### config.mk
export PLATFORM = sky130hd
export DESIGN_NAME = psc_output_ctrl
export DESIGN_NICKNAME = d
export VERILOG_FILES = /design/src/psc_pkg.sv /design/src/psc_output_ctrl.sv /design/src/psc_pwm_channel.sv
export VERILOG_INCLUDE_DIRS = /design/src
export SDC_FILE = /design/constraint.sdc
export NUM_CORES = 1
export LEC_CHECK = 0
export BUFFER_PORTS_ARGS = -buffer_cell sky130_fd_sc_hd__buf_2
export CAP_MARGIN = 20
export CELL_PAD_IN_SITES_DETAIL_PLACEMENT = 1
export CELL_PAD_IN_SITES_GLOBAL_PLACEMENT = 1
export CORE_MARGIN = 2
export CORE_UTILIZATION = 50
export CTS_BUF_LIST = sky130_fd_sc_hd__clkbuf_4
export DETAILED_ROUTE_END_ITERATION = 6
export PLACE_DENSITY_LB_ADDON = 0.1
export SLEW_MARGIN = 40
export SYNTH_ARGS = -nofsm -noshare
export SYNTH_HDL_FRONTEND = slang
export SYNTH_SLANG_ARGS = --single-unit
### constraint.sdc
create_clock -name mclk_i -period 4.3 [get_ports mclk_i]
set_input_delay 0.43 -clock mclk_i [delete_from_list [all_inputs] [get_ports mclk_i]]
set_output_delay 0.43 -clock mclk_i [all_outputs]
set_load 0.01 [all_outputs]
### src/psc_map.svh
// Register offsets, field positions, reset values and timing counts
`ifndef PSC_MAP_SVH
`define PSC_MAP_SVH

`define PSC_ADDR_SYS_CTRL 8'h05
`define PSC_ADDR_LIMIT 8'h10
`define PSC_ADDR_DLY_CH1 8'h11
`define PSC_ADDR_DLY_CH2 8'h12
`define PSC_ADDR_DLY_CH1_INV 8'h13
`define PSC_ADDR_DLY_CH2_INV 8'h14
`define PSC_ADDR_STOP_GROUP 8'h19
`define PSC_ADDR_SOFT_PERIOD 8'h1A

`define PSC_SYS_SHUTDOWN_BIT 6
`define PSC_SYS_GROUP_OFF_BIT 5
`define PSC_SOFT_DISABLE_BIT 7
`define PSC_DLY_MSB 7
`define PSC_DLY_LSB 2

`define PSC_RST_SYS_CTRL 8'h40
`define PSC_RST_LIMIT 8'h02
`define PSC_RST_DLY_CH1 8'hAC
`define PSC_RST_DLY_CH2 8'h54
`define PSC_RST_STOP_GROUP 8'h30
`define PSC_RST_SOFT_PERIOD 8'h0F
`define PSC_GROUP_FIXED_ONES 8'h30

`define PSC_CLK_PERIOD_NS 40
`define PSC_TICK_NS 100000
`define PSC_TICK_CYCLES (`PSC_TICK_NS / `PSC_CLK_PERIOD_NS)
`define PSC_DELAY_STEP_CYCLES 4

`endif

### src/psc_pkg.sv
// Types shared by the PWM output stage control block
package psc_pkg;
	typedef enum logic [1:0] {
		PSC_ST_OFF,
		PSC_ST_START,
		PSC_ST_RUN,
		PSC_ST_STOP
	} psc_state_t;
	typedef logic [5:0] psc_delay_t;
endpackage

### src/psc_output_ctrl.sv
// Top of the PWM output stage control: registers, shutdown sequencing, four channels
//
// Summary of operation
// - Duty is capped per 3-bit limit code, 99.2% at 000 down to 93.8%.
// - Each channel is delayed by programmed value times four modulator clocks.
// - Delay is signed six bits in 7:2, -32 to +31; low bits reserved.
// - Channels 1, 2, 1 inverted, 2 inverted use delay registers 0x11 to 0x14.
// - Delay registers reset to 0xAC for channel 1 pair, 0x54 for channel 2.
// - Stop-group mask bits 3:0 select channels 4 to 1 into the group.
// - On shutdown exit with system bit D5 zero, group channels stay stopped.
// - Shutdown entry, exit or power-down pin change runs a 50% duty period.
// - Period code with upper bits 00 gives no 50% duty period.
// - Codes 01000 to 11111 select 16.5 ms to 13196.4 ms; default 01111.
// - Start and stop periods are approximate.
// - System bit D6 set enters shutdown; clear exits and starts playback.
`timescale 1ns/1ps
`include "psc_map.svh"
module psc_output_ctrl #(
	parameter int W = 8,
	parameter int TICK_CYCLES = `PSC_TICK_CYCLES
) (
	input wire logic mclk_i,
	input wire logic resetn_i,
	input wire logic reg_wr_i,
	input wire logic reg_rd_i,
	input wire logic [7:0] reg_addr_i,
	input wire logic [7:0] reg_wdata_i,
	output logic [7:0] reg_rdata_o,
	input wire logic power_down_pin_n_i,
	input wire logic [W-1:0] duty_ch1_i,
	input wire logic [W-1:0] duty_ch2_i,
	output logic [3:0] pwm_o,
	output logic [3:0] channel_active_o,
	output logic soft_busy_o
);
	import psc_pkg::*;

	////////////////////////////////////////////////////////////////////////////
	// Period table in units of 0.1 ms; tick length is a parameter so runs can shrink it
	function automatic logic [17:0] period_units(input logic [4:0] code);
		logic [17:0] u;
		u = 18'h00000;
		unique case (code[4:0])
			5'h08: u = 18'd165;
			5'h09: u = 18'd239;
			5'h0A: u = 18'd314;
			5'h0B: u = 18'd404;
			5'h0C: u = 18'd539;
			5'h0D: u = 18'd703;
			5'h0E: u = 18'd942;
			5'h0F: u = 18'd1257;
			5'h10: u = 18'd1646;
			5'h11: u = 18'd2394;
			5'h12: u = 18'd3142;
			5'h13: u = 18'd4039;
			5'h14: u = 18'd5386;
			5'h15: u = 18'd7031;
			5'h16: u = 18'd9425;
			5'h17: u = 18'd12566;
			5'h18: u = 18'd17281;
			5'h19: u = 18'd25136;
			5'h1A: u = 18'd32991;
			5'h1B: u = 18'd42417;
			5'h1C: u = 18'd56556;
			5'h1D: u = 18'd73837;
			5'h1E: u = 18'd98973;
			5'h1F: u = 18'd131964;
			default: u = 18'h00000;
		endcase
		return u;
	endfunction

	////////////////////////////////////////////////////////////////////////////
	// Registers
	logic [1:0] sys_reg, sys_next;
	logic [2:0] limit_reg, limit_next;
	psc_delay_t dly_reg [4];
	psc_delay_t dly_next [4];
	logic [3:0] group_reg, group_next;
	logic soft_dis_reg, soft_dis_next;
	logic [4:0] soft_code_reg, soft_code_next;
	logic [7:0] rdata_next;
	// Reset images as typed constants, so their fields can be sliced
	localparam logic [7:0] RST_SYS = `PSC_RST_SYS_CTRL;
	localparam logic [7:0] RST_LIMIT = `PSC_RST_LIMIT;
	localparam logic [7:0] RST_DLY_CH1 = `PSC_RST_DLY_CH1;
	localparam logic [7:0] RST_DLY_CH2 = `PSC_RST_DLY_CH2;
	localparam logic [7:0] RST_GROUP = `PSC_RST_STOP_GROUP;
	localparam logic [7:0] RST_SOFT = `PSC_RST_SOFT_PERIOD;

	always_comb begin
		sys_next = sys_reg;
		limit_next = limit_reg;
		dly_next = dly_reg;
		group_next = group_reg;
		soft_dis_next = soft_dis_reg;
		soft_code_next = soft_code_reg;
		if (reg_wr_i) begin
			unique case (reg_addr_i)
				`PSC_ADDR_SYS_CTRL: sys_next = {reg_wdata_i[`PSC_SYS_SHUTDOWN_BIT],
					reg_wdata_i[`PSC_SYS_GROUP_OFF_BIT]};
				`PSC_ADDR_LIMIT: limit_next = reg_wdata_i[2:0];
				`PSC_ADDR_DLY_CH1: dly_next[0] = reg_wdata_i[`PSC_DLY_MSB:`PSC_DLY_LSB];
				`PSC_ADDR_DLY_CH2: dly_next[1] = reg_wdata_i[`PSC_DLY_MSB:`PSC_DLY_LSB];
				`PSC_ADDR_DLY_CH1_INV: dly_next[2] = reg_wdata_i[`PSC_DLY_MSB:`PSC_DLY_LSB];
				`PSC_ADDR_DLY_CH2_INV: dly_next[3] = reg_wdata_i[`PSC_DLY_MSB:`PSC_DLY_LSB];
				`PSC_ADDR_STOP_GROUP: group_next = reg_wdata_i[3:0];
				`PSC_ADDR_SOFT_PERIOD: begin
					soft_dis_next = reg_wdata_i[`PSC_SOFT_DISABLE_BIT];
					soft_code_next = reg_wdata_i[4:0];
				end
				default: ;
			endcase
		end
		// Reserved bits read back at their fixed values, whatever the host wrote
		rdata_next = 8'h00;
		unique case (reg_addr_i)
			`PSC_ADDR_SYS_CTRL: rdata_next = {1'b0, sys_reg, 5'h00};
			`PSC_ADDR_LIMIT: rdata_next = {5'h00, limit_reg};
			`PSC_ADDR_DLY_CH1: rdata_next = {dly_reg[0], 2'b00};
			`PSC_ADDR_DLY_CH2: rdata_next = {dly_reg[1], 2'b00};
			`PSC_ADDR_DLY_CH1_INV: rdata_next = {dly_reg[2], 2'b00};
			`PSC_ADDR_DLY_CH2_INV: rdata_next = {dly_reg[3], 2'b00};
			`PSC_ADDR_STOP_GROUP: rdata_next = `PSC_GROUP_FIXED_ONES | {4'h0, group_reg};
			`PSC_ADDR_SOFT_PERIOD: rdata_next = {soft_dis_reg, 2'b00, soft_code_reg};
			default: rdata_next = 8'h00;
		endcase
		if (!reg_rd_i) begin
			rdata_next = reg_rdata_o;
		end
	end

	always_ff @(posedge mclk_i) begin
		if (!resetn_i) begin
			sys_reg <= {RST_SYS[`PSC_SYS_SHUTDOWN_BIT],
				RST_SYS[`PSC_SYS_GROUP_OFF_BIT]};
			limit_reg <= RST_LIMIT[2:0];
			dly_reg[0] <= RST_DLY_CH1[`PSC_DLY_MSB:`PSC_DLY_LSB];
			dly_reg[1] <= RST_DLY_CH2[`PSC_DLY_MSB:`PSC_DLY_LSB];
			dly_reg[2] <= RST_DLY_CH1[`PSC_DLY_MSB:`PSC_DLY_LSB];
			dly_reg[3] <= RST_DLY_CH2[`PSC_DLY_MSB:`PSC_DLY_LSB];
			group_reg <= RST_GROUP[3:0];
			soft_dis_reg <= RST_SOFT[`PSC_SOFT_DISABLE_BIT];
			soft_code_reg <= RST_SOFT[4:0];
			reg_rdata_o <= 8'h00;
		end else begin
			sys_reg <= sys_next;
			limit_reg <= limit_next;
			dly_reg <= dly_next;
			group_reg <= group_next;
			soft_dis_reg <= soft_dis_next;
			soft_code_reg <= soft_code_next;
			reg_rdata_o <= rdata_next;
		end
	end

	////////////////////////////////////////////////////////////////////////////
	// Power-down pin synchroniser
	logic pdn_meta_reg, pdn_sync_reg;

	always_ff @(posedge mclk_i) begin
		if (!resetn_i) begin
			pdn_meta_reg <= 1'b0;
			pdn_sync_reg <= 1'b0;
		end else begin
			pdn_meta_reg <= power_down_pin_n_i;
			pdn_sync_reg <= pdn_meta_reg;
		end
	end

	////////////////////////////////////////////////////////////////////////////
	// Shutdown sequencing and soft start/stop timer
	psc_state_t state_reg, state_next;
	logic [31:0] tick_reg, tick_next;
	logic [17:0] units_reg, units_next;
	logic [3:0] hold_reg, hold_next;
	logic [W-1:0] count_reg, count_next;
	logic [3:0] active_next;
	logic want_run;
	logic timer_on;
	logic done;

	always_comb begin
		want_run = !sys_reg[1] && pdn_sync_reg;
		// A disabled timer or a code of 00xxx skips the 50% period entirely
		timer_on = !soft_dis_reg && (soft_code_reg[4:3] != 2'b00);
		done = (units_reg == 18'h00000);
		state_next = state_reg;
		hold_next = hold_reg;
		tick_next = tick_reg;
		units_next = units_reg;
		if (!done) begin
			if (tick_reg >= 32'(TICK_CYCLES - 1)) begin
				tick_next = 32'h00000000;
				units_next = units_reg - 18'h00001;
			end else begin
				tick_next = tick_reg + 32'h00000001;
			end
		end
		unique case (state_reg)
			PSC_ST_OFF: begin
				if (want_run) begin
					hold_next = sys_reg[0] ? 4'h0 : group_reg;
					state_next = timer_on ? PSC_ST_START : PSC_ST_RUN;
					tick_next = 32'h00000000;
					units_next = period_units(soft_code_reg);
				end
			end
			PSC_ST_START: begin
				if (!want_run) begin
					state_next = PSC_ST_STOP;
					tick_next = 32'h00000000;
					units_next = period_units(soft_code_reg);
				end else if (done) begin
					state_next = PSC_ST_RUN;
				end
			end
			PSC_ST_RUN: begin
				if (!want_run) begin
					state_next = timer_on ? PSC_ST_STOP : PSC_ST_OFF;
					tick_next = 32'h00000000;
					units_next = period_units(soft_code_reg);
				end
			end
			PSC_ST_STOP: begin
				if (want_run) begin
					state_next = PSC_ST_START;
					tick_next = 32'h00000000;
					units_next = period_units(soft_code_reg);
				end else if (done) begin
					state_next = PSC_ST_OFF;
				end
			end
		endcase
		active_next = (state_next == PSC_ST_OFF) ? 4'h0 : ~hold_next;
		count_next = count_reg + {{(W-1){1'b0}}, 1'b1};
	end

	always_ff @(posedge mclk_i) begin
		if (!resetn_i) begin
			state_reg <= PSC_ST_OFF;
			tick_reg <= 32'h00000000;
			units_reg <= 18'h00000;
			hold_reg <= 4'h0;
			count_reg <= '0;
			channel_active_o <= 4'h0;
			soft_busy_o <= 1'b0;
		end else begin
			state_reg <= state_next;
			tick_reg <= tick_next;
			units_reg <= units_next;
			hold_reg <= hold_next;
			count_reg <= count_next;
			channel_active_o <= active_next;
			soft_busy_o <= (state_next == PSC_ST_START) || (state_next == PSC_ST_STOP);
		end
	end

	////////////////////////////////////////////////////////////////////////////
	// Channels: 1, 2, 1 inverted, 2 inverted
	logic [W-1:0] limit_cnt;
	logic [W-1:0] duty_sel [4];
	logic half_duty;

	always_comb begin
		// Cap of 254/256 less two counts per code step, about 0.8% each
		limit_cnt = W'({1'b1, {(W-1){1'b0}}} * 2 - 2) - W'({limit_reg, 1'b0});
		duty_sel[0] = duty_ch1_i;
		duty_sel[1] = duty_ch2_i;
		duty_sel[2] = ~duty_ch1_i;
		duty_sel[3] = ~duty_ch2_i;
		half_duty = (state_reg == PSC_ST_START) || (state_reg == PSC_ST_STOP);
	end

	for (genvar i = 0; i < 4; i++) begin : g_chan
		psc_pwm_channel #(
			.W(W)
		) u_chan (
			.mclk_i(mclk_i),
			.resetn_i(resetn_i),
			.count_i(count_reg),
			.delay_i(dly_reg[i]),
			.duty_i(duty_sel[i]),
			.limit_i(limit_cnt),
			.half_i(half_duty),
			.run_i(channel_active_o[i]),
			.pwm_o(pwm_o[i])
		);
	end
endmodule // psc_output_ctrl

### src/psc_pwm_channel.sv
// One PWM channel: delayed carrier phase, duty clamp, 50% override
`timescale 1ns/1ps
`include "psc_map.svh"
module psc_pwm_channel #(
	parameter int W = 8
) (
	input wire logic mclk_i,
	input wire logic resetn_i,
	input wire logic [W-1:0] count_i,
	input wire psc_pkg::psc_delay_t delay_i,
	input wire logic [W-1:0] duty_i,
	input wire logic [W-1:0] limit_i,
	input wire logic half_i,
	input wire logic run_i,
	output logic pwm_o
);
	import psc_pkg::*;

	localparam logic [W-1:0] HALF = {1'b1, {(W-1){1'b0}}};

	logic [W-1:0] shift;
	logic [W-1:0] phase;
	logic [W-1:0] duty_eff;
	logic pwm_next;

	always_comb begin
		// Delay is value times four modulator clocks, signed, wraps on the carrier
		shift = W'($signed({delay_i, 2'b00}));
		phase = count_i - shift;
		if (half_i) begin
			duty_eff = HALF;
		end else if (duty_i > limit_i) begin
			duty_eff = limit_i;
		end else begin
			duty_eff = duty_i;
		end
		pwm_next = run_i && (phase < duty_eff);
	end

	always_ff @(posedge mclk_i) begin
		if (!resetn_i) begin
			pwm_o <= 1'b0;
		end else begin
			pwm_o <= pwm_next;
		end
	end
endmodule // psc_pwm_channel

After elaboration in Yosys (flattened, before gate mapping)
Memory sizes are Yosys's and may differ from the RTL's. A register that Yosys moved wholly into a read port is not among the register bits.
Index checks and enable logic that the tools add are counted.

storage, ports and cells
  logic and storage cells = 127
  memories = 4
  bits in registers = 122
  input port bits = 37
  ROM bits = 2,304
  output and inout port bits = 17

memory list
  name             words  bits a word  rd ports  clocked after memory_dff  write ports  line                   text
  (no name shown)  32     18           1         1                         0            psc_output_ctrl.sv:43  unique case (code[4:0])
  (no name shown)  32     18           1         1                         0            psc_output_ctrl.sv:43
  (no name shown)  32     18           1         1                         0            psc_output_ctrl.sv:43
  (no name shown)  32     18           1         1                         0            psc_output_ctrl.sv:43

cells by class
  magnitude comparators = 9
  muxes and demuxes = 41
  equal/unequal tests = 13
  reduce and logical (&&, ||, !) cells = 25
  bitwise gates (word level) = 4
  add/sub/neg operators = 8

operators by type and width
  kind                                                                                    count
  32-bit 2-to-1 mux                                                                       4
  18-bit 2-to-1 mux                                                                       6
  18-bit case mux with 4 select lines                                                     1
  8-bit 2-to-1 mux                                                                        8
  32-bit case mux with 2 select lines                                                     1
  8-bit case mux with 8 select lines                                                      1
  8-bit by 5-bit == test with 1-bit output (second input constant)                        7
  5-bit 2-to-1 mux                                                                        8
  32-bit by 1-bit adder with 32-bit output (second input constant)                        1
  32-bit by 12-bit greater-or-equal comparator with 1-bit output (second input constant)  1
  8-bit > comparator                                                                      4
  8-bit < comparator                                                                      4
  8-bit subtractor                                                                        4
  18-bit zero test                                                                        1
  18-bit by 1-bit subtractor with 18-bit output (second input constant)                   1
  2-bit 2-to-1 mux                                                                        8
  8-bit NOT                                                                               2
  2-bit AND reduction                                                                     8
  4-bit 2-to-1 mux                                                                        3
  8-bit by 1-bit adder with 8-bit output (second input constant)                          1
  8-bit by 3-bit == test with 1-bit output (second input constant)                        1
  2-bit case mux with 4 select lines                                                      1
  2-bit == test (second input constant)                                                   3
  1-bit logical AND                                                                       6
  9 further kinds                                                                         15

Longest topological paths before layout
Gate-level depths: netlist of run 1.

  depth after elaboration = 7
  mapped depth = 13
  gate-level depth less buffers = 13

Modules after synthesis
From an unflattened synthesis of run 1, not the netlist that was laid out.

second synthesis, totals
  cell total of the unflattened synthesis = 1,233
  area, all modules = 9,714.3 µm²

by module, submodules not included
  module           area each (µm²)  cells each  times used  seq. area each (µm²)
  psc_output_ctrl  6,466.2          785         1           2,702.6
  psc_pwm_channel  812.0            112         4           20.0

Worst setup path after synthesis of run 1
Ideal clock, no wire load.

  path kind = input to register
  start = input reg_addr_i[3]
  end = register with a tool-made name
  data arrival time = 2,818 ps
  library setup time = 79 ps
  path buffers = 2
  slack = 1,403 ps
  stages = 11
  required time = 4,221 ps
  path through = clkbuf_1 -> nor4b_1 -> and4_1 -> buf_2 -> mux2i_1 -> nand2_1 -> ha_1 -> inv_1 -> nor2_1 -> or4_1 -> o211ai_1

RTL lines
  item                line                   text
  start: declaration  psc_output_ctrl.sv:26  input wire logic [7:0] reg_addr_i,

Final worst setup path of run 1
  start = register count_reg[3]
  end = register g_chan[3].u_chan.pwm_o

between the ends
  longest elaborated chain between the ends = 3

RTL lines
  item                      line                    text
  start: declaration        psc_output_ctrl.sv:177  logic [W-1:0] count_reg, count_next;
  start signal: assignment  psc_output_ctrl.sv:253  count_reg <= count_next;
  8-bit subtractor          psc_pwm_channel.sv:29   phase = count_i - shift;
  8-bit < comparator        psc_pwm_channel.sv:37   pwm_next = run_i && (phase < duty_eff);
  1-bit logical AND         psc_pwm_channel.sv:37
  end signal: assignment    psc_pwm_channel.sv:44   pwm_o <= pwm_next;
  end: declaration          psc_pwm_channel.sv:15   output logic pwm_o

No other way between the ends.
A chain may end at the register's enable or synchronous reset.

==> results of run 1 <==
cell families (layout without fill, tap and decap cells):
kind of cell    count (synthesis)  in the layout
flops                         140            140
xor+xnor                       57             57
simple gates                  407            407
compound gates                223            223
mux                            23             23
buf+inv                       105            143
fa+ha+maj                      82             82
other cells                     0              1
layer usage:
layer,vias up,GRT usage,wire length (um)
met4,0,0.06901,371
met5,-,0,0
met2,145,0.4266,10480
met3,33,0.04346,830
li1,3712,-,-
met1,3639,0.3701,11480
worst register-to-register path, cell delays in order (launching register included):
cell	delay [ns]
dfxtp_1	0.73
ha_1	0.35
a21o_1	0.18
a21oi_1	0.22
xnor2_1	0.17
ha_1	0.29
a21oi_1	0.15
nor2b_1	0.07
o21ai_0	0.21
nand4b_1	0.15
or3_1	0.34
o21ai_0	0.16
power breakdown:
part	internal [W]	switching [W]	total, W	leakage [nW]
combinational	0.000321	0.000525	0.000846	2.59
sequential	0.00137	0.0000618	0.00143	1.13
clock	0.000419	0.000493	0.000912	0.165
total	0.00211	0.00108	0.00319	3.89
synth_stat cells (all sizes together), types with 3 or more instances:
master / n / area [um^2]
dfxtp: 140 / 2803
nand2: 119 / 446.7
nor2: 103 / 389.1
ha: 78 / 975.9
a21oi: 62 / 310.3
o21ai: 54 / 270.3
inv: 50 / 187.7
nand3: 46 / 230.2
xnor2: 37 / 324.1
clkbuf: 36 / 135.1
xor2: 20 / 175.2
and3: 17 / 106.4
buf: 17 / 126.4
o211ai: 17 / 127.6
a21o: 16 / 120.1
mux2i: 16 / 160.2
or3: 16 / 100.1
nor2b: 15 / 93.84
nor3: 15 / 75.07
a31oi: 13 / 81.33
and2: 11 / 68.82
nand4: 11 / 68.82
nor4: 11 / 83.83
nor3b: 10 / 80.07
a22oi: 7 / 52.55
mux2: 7 / 78.83
nand2b: 7 / 43.79
nor4b: 6 / 52.55
or4: 6 / 45.04
nand4b: 5 / 43.79
o2111ai: 5 / 43.79
o21bai: 5 / 37.54
a211oi: 4 / 30.03
a221oi: 4 / 35.03
and4: 4 / 35.03
fa: 4 / 80.08
o22ai: 3 / 18.77
o31a: 3 / 26.28
o31ai: 3 / 22.52
final cells by class:
class | instances | area (um^2)
antenna | 1 | 2.502
timing repair buffer | 60 | 317.8
tap | 220 | 275.3
inverter | 52 | 195.2
clock buffer | 20 | 150.1
clock inverter | 11 | 143.9
multi-input combinational | 792 | 5234
fill | 2091 | 7462
sequential | 140 | 2803
stage by stage:
step,power [W],instance area [um^2]
3_3_place_gp,0.002273,8818
6_report,0.003189,9121
3_5_place_dp,0.002306,8825
5_1_grt,0.003385,9121
4_1_cts,0.003215,9119
2_1_floorplan,0.002101,8481
worst min-delay path by stage:
stage / from / endpoint / slack (ns) / cells after the start
floorplan: register / units_reg[16] / 0.40 / 2
finish: resetn_i / soft_code_reg[0] / 0.15 / 2
global placement: register / units_reg[4] / 0.41 / 2
detailed placement: register / units_reg[12] / 0.42 / 2
global route: power_down_pin_n_i / pdn_meta_reg / 0.11 / 2
CTS: power_down_pin_n_i / pdn_meta_reg / 0.11 / 2
==> results.sh, run 1 <==
export IMPL_ant_nets=0
export IMPL_finalNetCount=1182
export IMPL_slowest_stage="dfxtp_1"
export IMPL_synthCells=1037
export IMPL_drive_gt1_frac=0.1033
export IMPL_synth_ff_type="dfxtp_1"
export IMPL_hold_ws_ns=0.1500
export IMPL_reg2reg_from="count_reg[3]"
export IMPL_finalClockSkew_ns=0.02220
export IMPL_fmax_ghz=0.3236
export IMPL_period_share=0.7187
export IMPL_hpwl_mm=17.64
export IMPL_ys_warn_count=0
export IMPL_crit_fanout=12
export IMPL_drt_iter0_markers=469
export IMPL_cts_tree="built"
export IMPL_synth_top_family_by_area="simple AND/OR/NAND/NOR gates"
export IMPL_hold_buffers=0
export IMPL_r2r_end="g_chan[3].u_chan.pwm_o"
export IMPL_synth_compound_area_frac=0.1680
export IMPL_insertion_delay_ns=0.56
export IMPL_worst_setup_path_start_kind="register"
export IMPL_arrival_ns=3.56
export IMPL_place_congestion=0.8800
export IMPL_synthMuxAreaShare=0.02818
export IMPL_clk_pin_slew_ns=0.13
export IMPL_cts_buffers=17
export IMPL_crit_end="g_chan[3].u_chan.pwm_o"
export IMPL_synth_cell_types=72
export IMPL_final_common_cell="dfxtp_1"
export IMPL_yosys_area_share_adder=0.1245
export IMPL_grt_pass1_vias=7595
export IMPL_crit_family="compound AO/OA/AOI/OAI gates"
export IMPL_fin_crit_ns=3.090
export IMPL_slew_violations=0
export IMPL_required_ns=4.77
export IMPL_fp_dieW_um=134.2
export IMPL_final_cell_count_no_fill=1296
export IMPL_synthToLayoutAreaGrowth_pct=7.554
export IMPL_crit_path_end_kind="register"
export IMPL_ff2ff_setup_slack_ns=1.21
export IMPL_ir_drop_v=0.0001669
export IMPL_clock_root_buffer="clkbuf_4"
export IMPL_worst_pin_slew_ns=0.7386
export IMPL_worst_slack_ns=1.210
export IMPL_die_y_um=134.2
export IMPL_pre_cts_slack_ns=0.8821
export IMPL_grt_overflow_total=0
export IMPL_place_port_buffers=53
export IMPL_drt_total_wl_mm=23.16
export IMPL_post_route_util=0.5500
export IMPL_grt_first_pass_wirelength_mm=38.63
export IMPL_gr_usage_all_layers=0.2651
export IMPL_worst_path_largest_cell_delay_ns=0.73
export IMPL_final_setup_tns_ns=0
export IMPL_power_density_nw_per_um2=349.7
export IMPL_antenna_found_initial=1
export IMPL_syn_num_nets=1156
export IMPL_drv_cap=0
export IMPL_hold_viol=0
export IMPL_crit_cells=11
export IMPL_async_flop_share=0
export IMPL_route_detailed_drc=0
export IMPL_rr_worst_depth=11
export IMPL_yosysSeqAreaShare=0.3305
export IMPL_synth_seq_cells=140
export IMPL_relSlewSlack=0.5058
export IMPL_dp_cells=1264
export IMPL_die_area_um2=18020
export IMPL_worstHoldPathType="in2reg"
export IMPL_start_util=0.5114
export IMPL_p_leak_nw=3.887
export IMPL_crit_chain="ha_1 -> a21o_1 -> a21oi_1 -> xnor2_1 -> ha_1 -> a21oi_1 -> nor2b_1 -> o21ai_0 -> nand4b_1 -> or3_1 -> o21ai_0"
export IMPL_routed_via_density=5.809
export IMPL_cts_setup_buffers=0
export IMPL_rsz0062_at_grt="no"
export IMPL_post_cts_resized=0
export IMPL_cts_sinks=140
export IMPL_htreeDepth=4
export IMPL_critPathBufInv=0
export IMPL_synth_xor_area_frac=0.05887
export IMPL_finalSetupViolations=0
export IMPL_outcome="finished clean"
export IMPL_grt_max_degree=35
export IMPL_criticalPathCategory="reg2reg"
export IMPL_final_cell_mix="dfxtp_1 (140), nand2_1 (119), nor2_1 (101), ha_1 (78), a21oi_1 (61)"
export IMPL_wl_per_cell_um=17.87
export IMPL_startpoint="count_reg[3]"
export IMPL_clock_path_buffers=2
export IMPL_rows=47
export IMPL_pin_count=54
export IMPL_synthSimpleGateAreaFrac=0.2361
export IMPL_netlist_area_um2=8481
export IMPL_num_vias=7529
export IMPL_synth_edff_count=0
export IMPL_core_area_um2=16580
export IMPL_avgSynthCellArea_um2=8.178
export IMPL_firstDrtPassIters=4
No activity file was read; power rests on OpenSTA's default activity.
==> run 2: changes to the inputs <==
- CORE_UTILIZATION: 50 -> 43
- clock period: 4.3 -> 2.55 ns (I/O delays scaled with it)
==> results.sh, run 2 (same netlist as run 1, synthesis figures left out) <==
export IMPL_grt_max_degree=33
export IMPL_pin_count=54
export IMPL_antenna_found_initial=2
export IMPL_dpl_instance_area_um2=9345
export IMPL_synthToLayoutAreaGrowth_pct=16.20
export IMPL_dp_cells=1367
export IMPL_drt_total_wl_mm=24.80
export IMPL_wl_per_cell_um=17.62
export IMPL_wl_met3_um=976
export IMPL_grt_first_pass_wirelength_mm=40.46
export IMPL_num_vias=7767
export IMPL_place_port_buffers=53
export IMPL_arrival_ns=3.00
export IMPL_final_cell_mix="dfxtp_1 (135), nand2_1 (119), nor2_1 (102), ha_1 (74), buf_4 (63)"
export IMPL_clk_pin_slew_ns=0.13
export IMPL_final_cell_count_no_fill=1407
export IMPL_rsz0062_at_grt="yes"
export IMPL_highest_layer="met4"
export IMPL_finalClockSkew_ns=0.01630
export IMPL_seqCellArea_um2=2811
export IMPL_final_setup_tns_ns=0
export IMPL_fin_crit_ns=2.513
export IMPL_place_congestion=0.8774
export IMPL_firstDrtPassIters=7
export IMPL_crit_path_end_kind="register"
export IMPL_criticalPathCategory="reg2reg"
export IMPL_grt_overflow_total=0
export IMPL_core_area_um2=19400
export IMPL_power_density_nw_per_um2=562.6
export IMPL_required_ns=3.04
export IMPL_drt_iter0_markers=384
export IMPL_fp_dieW_um=144.4
export IMPL_post_route_util=0.5080
export IMPL_drive_gt1_frac=0.1762
export IMPL_die_area_um2=20860
export IMPL_outcome="finished clean"
export IMPL_wl_met2_mm=11.00
export IMPL_finalNetCount=1248
export IMPL_worstHoldPathType="in2reg"
export IMPL_relSlewSlack=0.5389
export IMPL_clock_path_buffers=2
export IMPL_fmax_ghz=0.3979
export IMPL_gr_usage_all_layers=0.2464
export IMPL_crit_fanout=3
export IMPL_insertion_delay_ns=0.55
export IMPL_grt_pass1_vias=7816
export IMPL_slew_violations=0
export IMPL_finalInstanceArea_um2=9854
export IMPL_htreeDepth=4
export IMPL_drv_cap=0
export IMPL_start_util=0.4372
export IMPL_cts_sinks=140
export IMPL_cts_tree="built"
export IMPL_hpwl_mm=19.01
export IMPL_route_detailed_drc=0
export IMPL_die_y_um=144.4
export IMPL_p_leak_nw=4.235
export IMPL_hold_ws_ns=0.06360
export IMPL_fill_cells=2443
export IMPL_routed_via_density=5.520
export IMPL_period_share=0.9857
export IMPL_finalSetupViolations=0
export IMPL_final_common_cell="dfxtp_1"
export IMPL_ant_nets=0
export IMPL_clock_root_buffer="clkbuf_4"
export IMPL_ir_drop_v=0.0002906
export IMPL_wl_met1_mm=12.32
export IMPL_rows=51
export IMPL_cts_buffers=17
export IMPL_multi_input_area_um2=5353
export IMPL_hold_viol=0
export IMPL_worst_setup_path_start_kind="register"
export IMPL_worst_pin_slew_ns=0.6891
-- run 2: cell count changes in the layout (fill, tap and decap cells not counted), sizes merged --
cell	change
buf	+59
dlygate4sd3	+7
clkbuf	-3
inv	+2
clkinvlp	+1
-- run 2: routing by layer --
layer	global-route usage	up-vias
met5	0	-
met4	0.07409	0
met3	0.03576	41
met2	0.3894	166
met1	0.3483	3712
li1	-	3848
-- run 2: layout make-up --
cell class,instances,share of cell area
Clock inverter,14,0.01727
Antenna cell,1,0.0002539
Clock buffer,17,0.01295
Tap cell,265,0.03365
Sequential cell,140,0.2853
Multi-Input combinational cell,792,0.5432
Timing Repair Buffer,126,0.08761
Inverter,52,0.01981
-- run 2: critical path: stages, from the launching register on --
cell and delay (ns):
dfxtp_2 0.34, inv_2 0.06, ha_2 0.18, inv_2 0.04, fa_2 0.33, a21o_1 0.17, a21oi_2 0.14, xnor2_1 0.14
ha_1 0.27, nor2b_4 0.13, o21ai_2 0.10, nand4b_1 0.11, or3_1 0.32, o21ai_1 0.11
-- run 2: timing repair --
action                                  4_1_cts  5_1_grt
pin swaps                                     4        8
hold endpoints to repair                     13        0
gates resized for setup                      13       26
endpoints found under the setup margin        4       14
setup buffers                                 1        0
hold buffers                                  7        0
-- run 2: worst paths after layout --
kind	cells after the start	from	endpoint	slack [ns]
min reg2reg	2	register	units_reg[7]	0.45
max reg2reg	13	count_reg[2]	g_chan[3].u_chan.pwm_o	0.04
max	13	count_reg[2]	g_chan[3].u_chan.pwm_o	0.04
min	3	reg_wdata_i[4]	dly_reg[2]	0.06
-- run 2: through the flow --
stage               setup WS [ns]  total power, W
floorplan                 0.02436        0.003543
global placement         -0.01623        0.003969
detailed placement        -0.1094        0.004008
CTS                      0.003960        0.005579
global route              -0.1016        0.005907
finish                    0.03655        0.005544
-- run 2: power by group --
group	switching (W)	internal, W	total (W)
logic	0.000912	0.000670	0.00158
registers	0.000115	0.00231	0.00242
clock network	0.000857	0.000681	0.00154
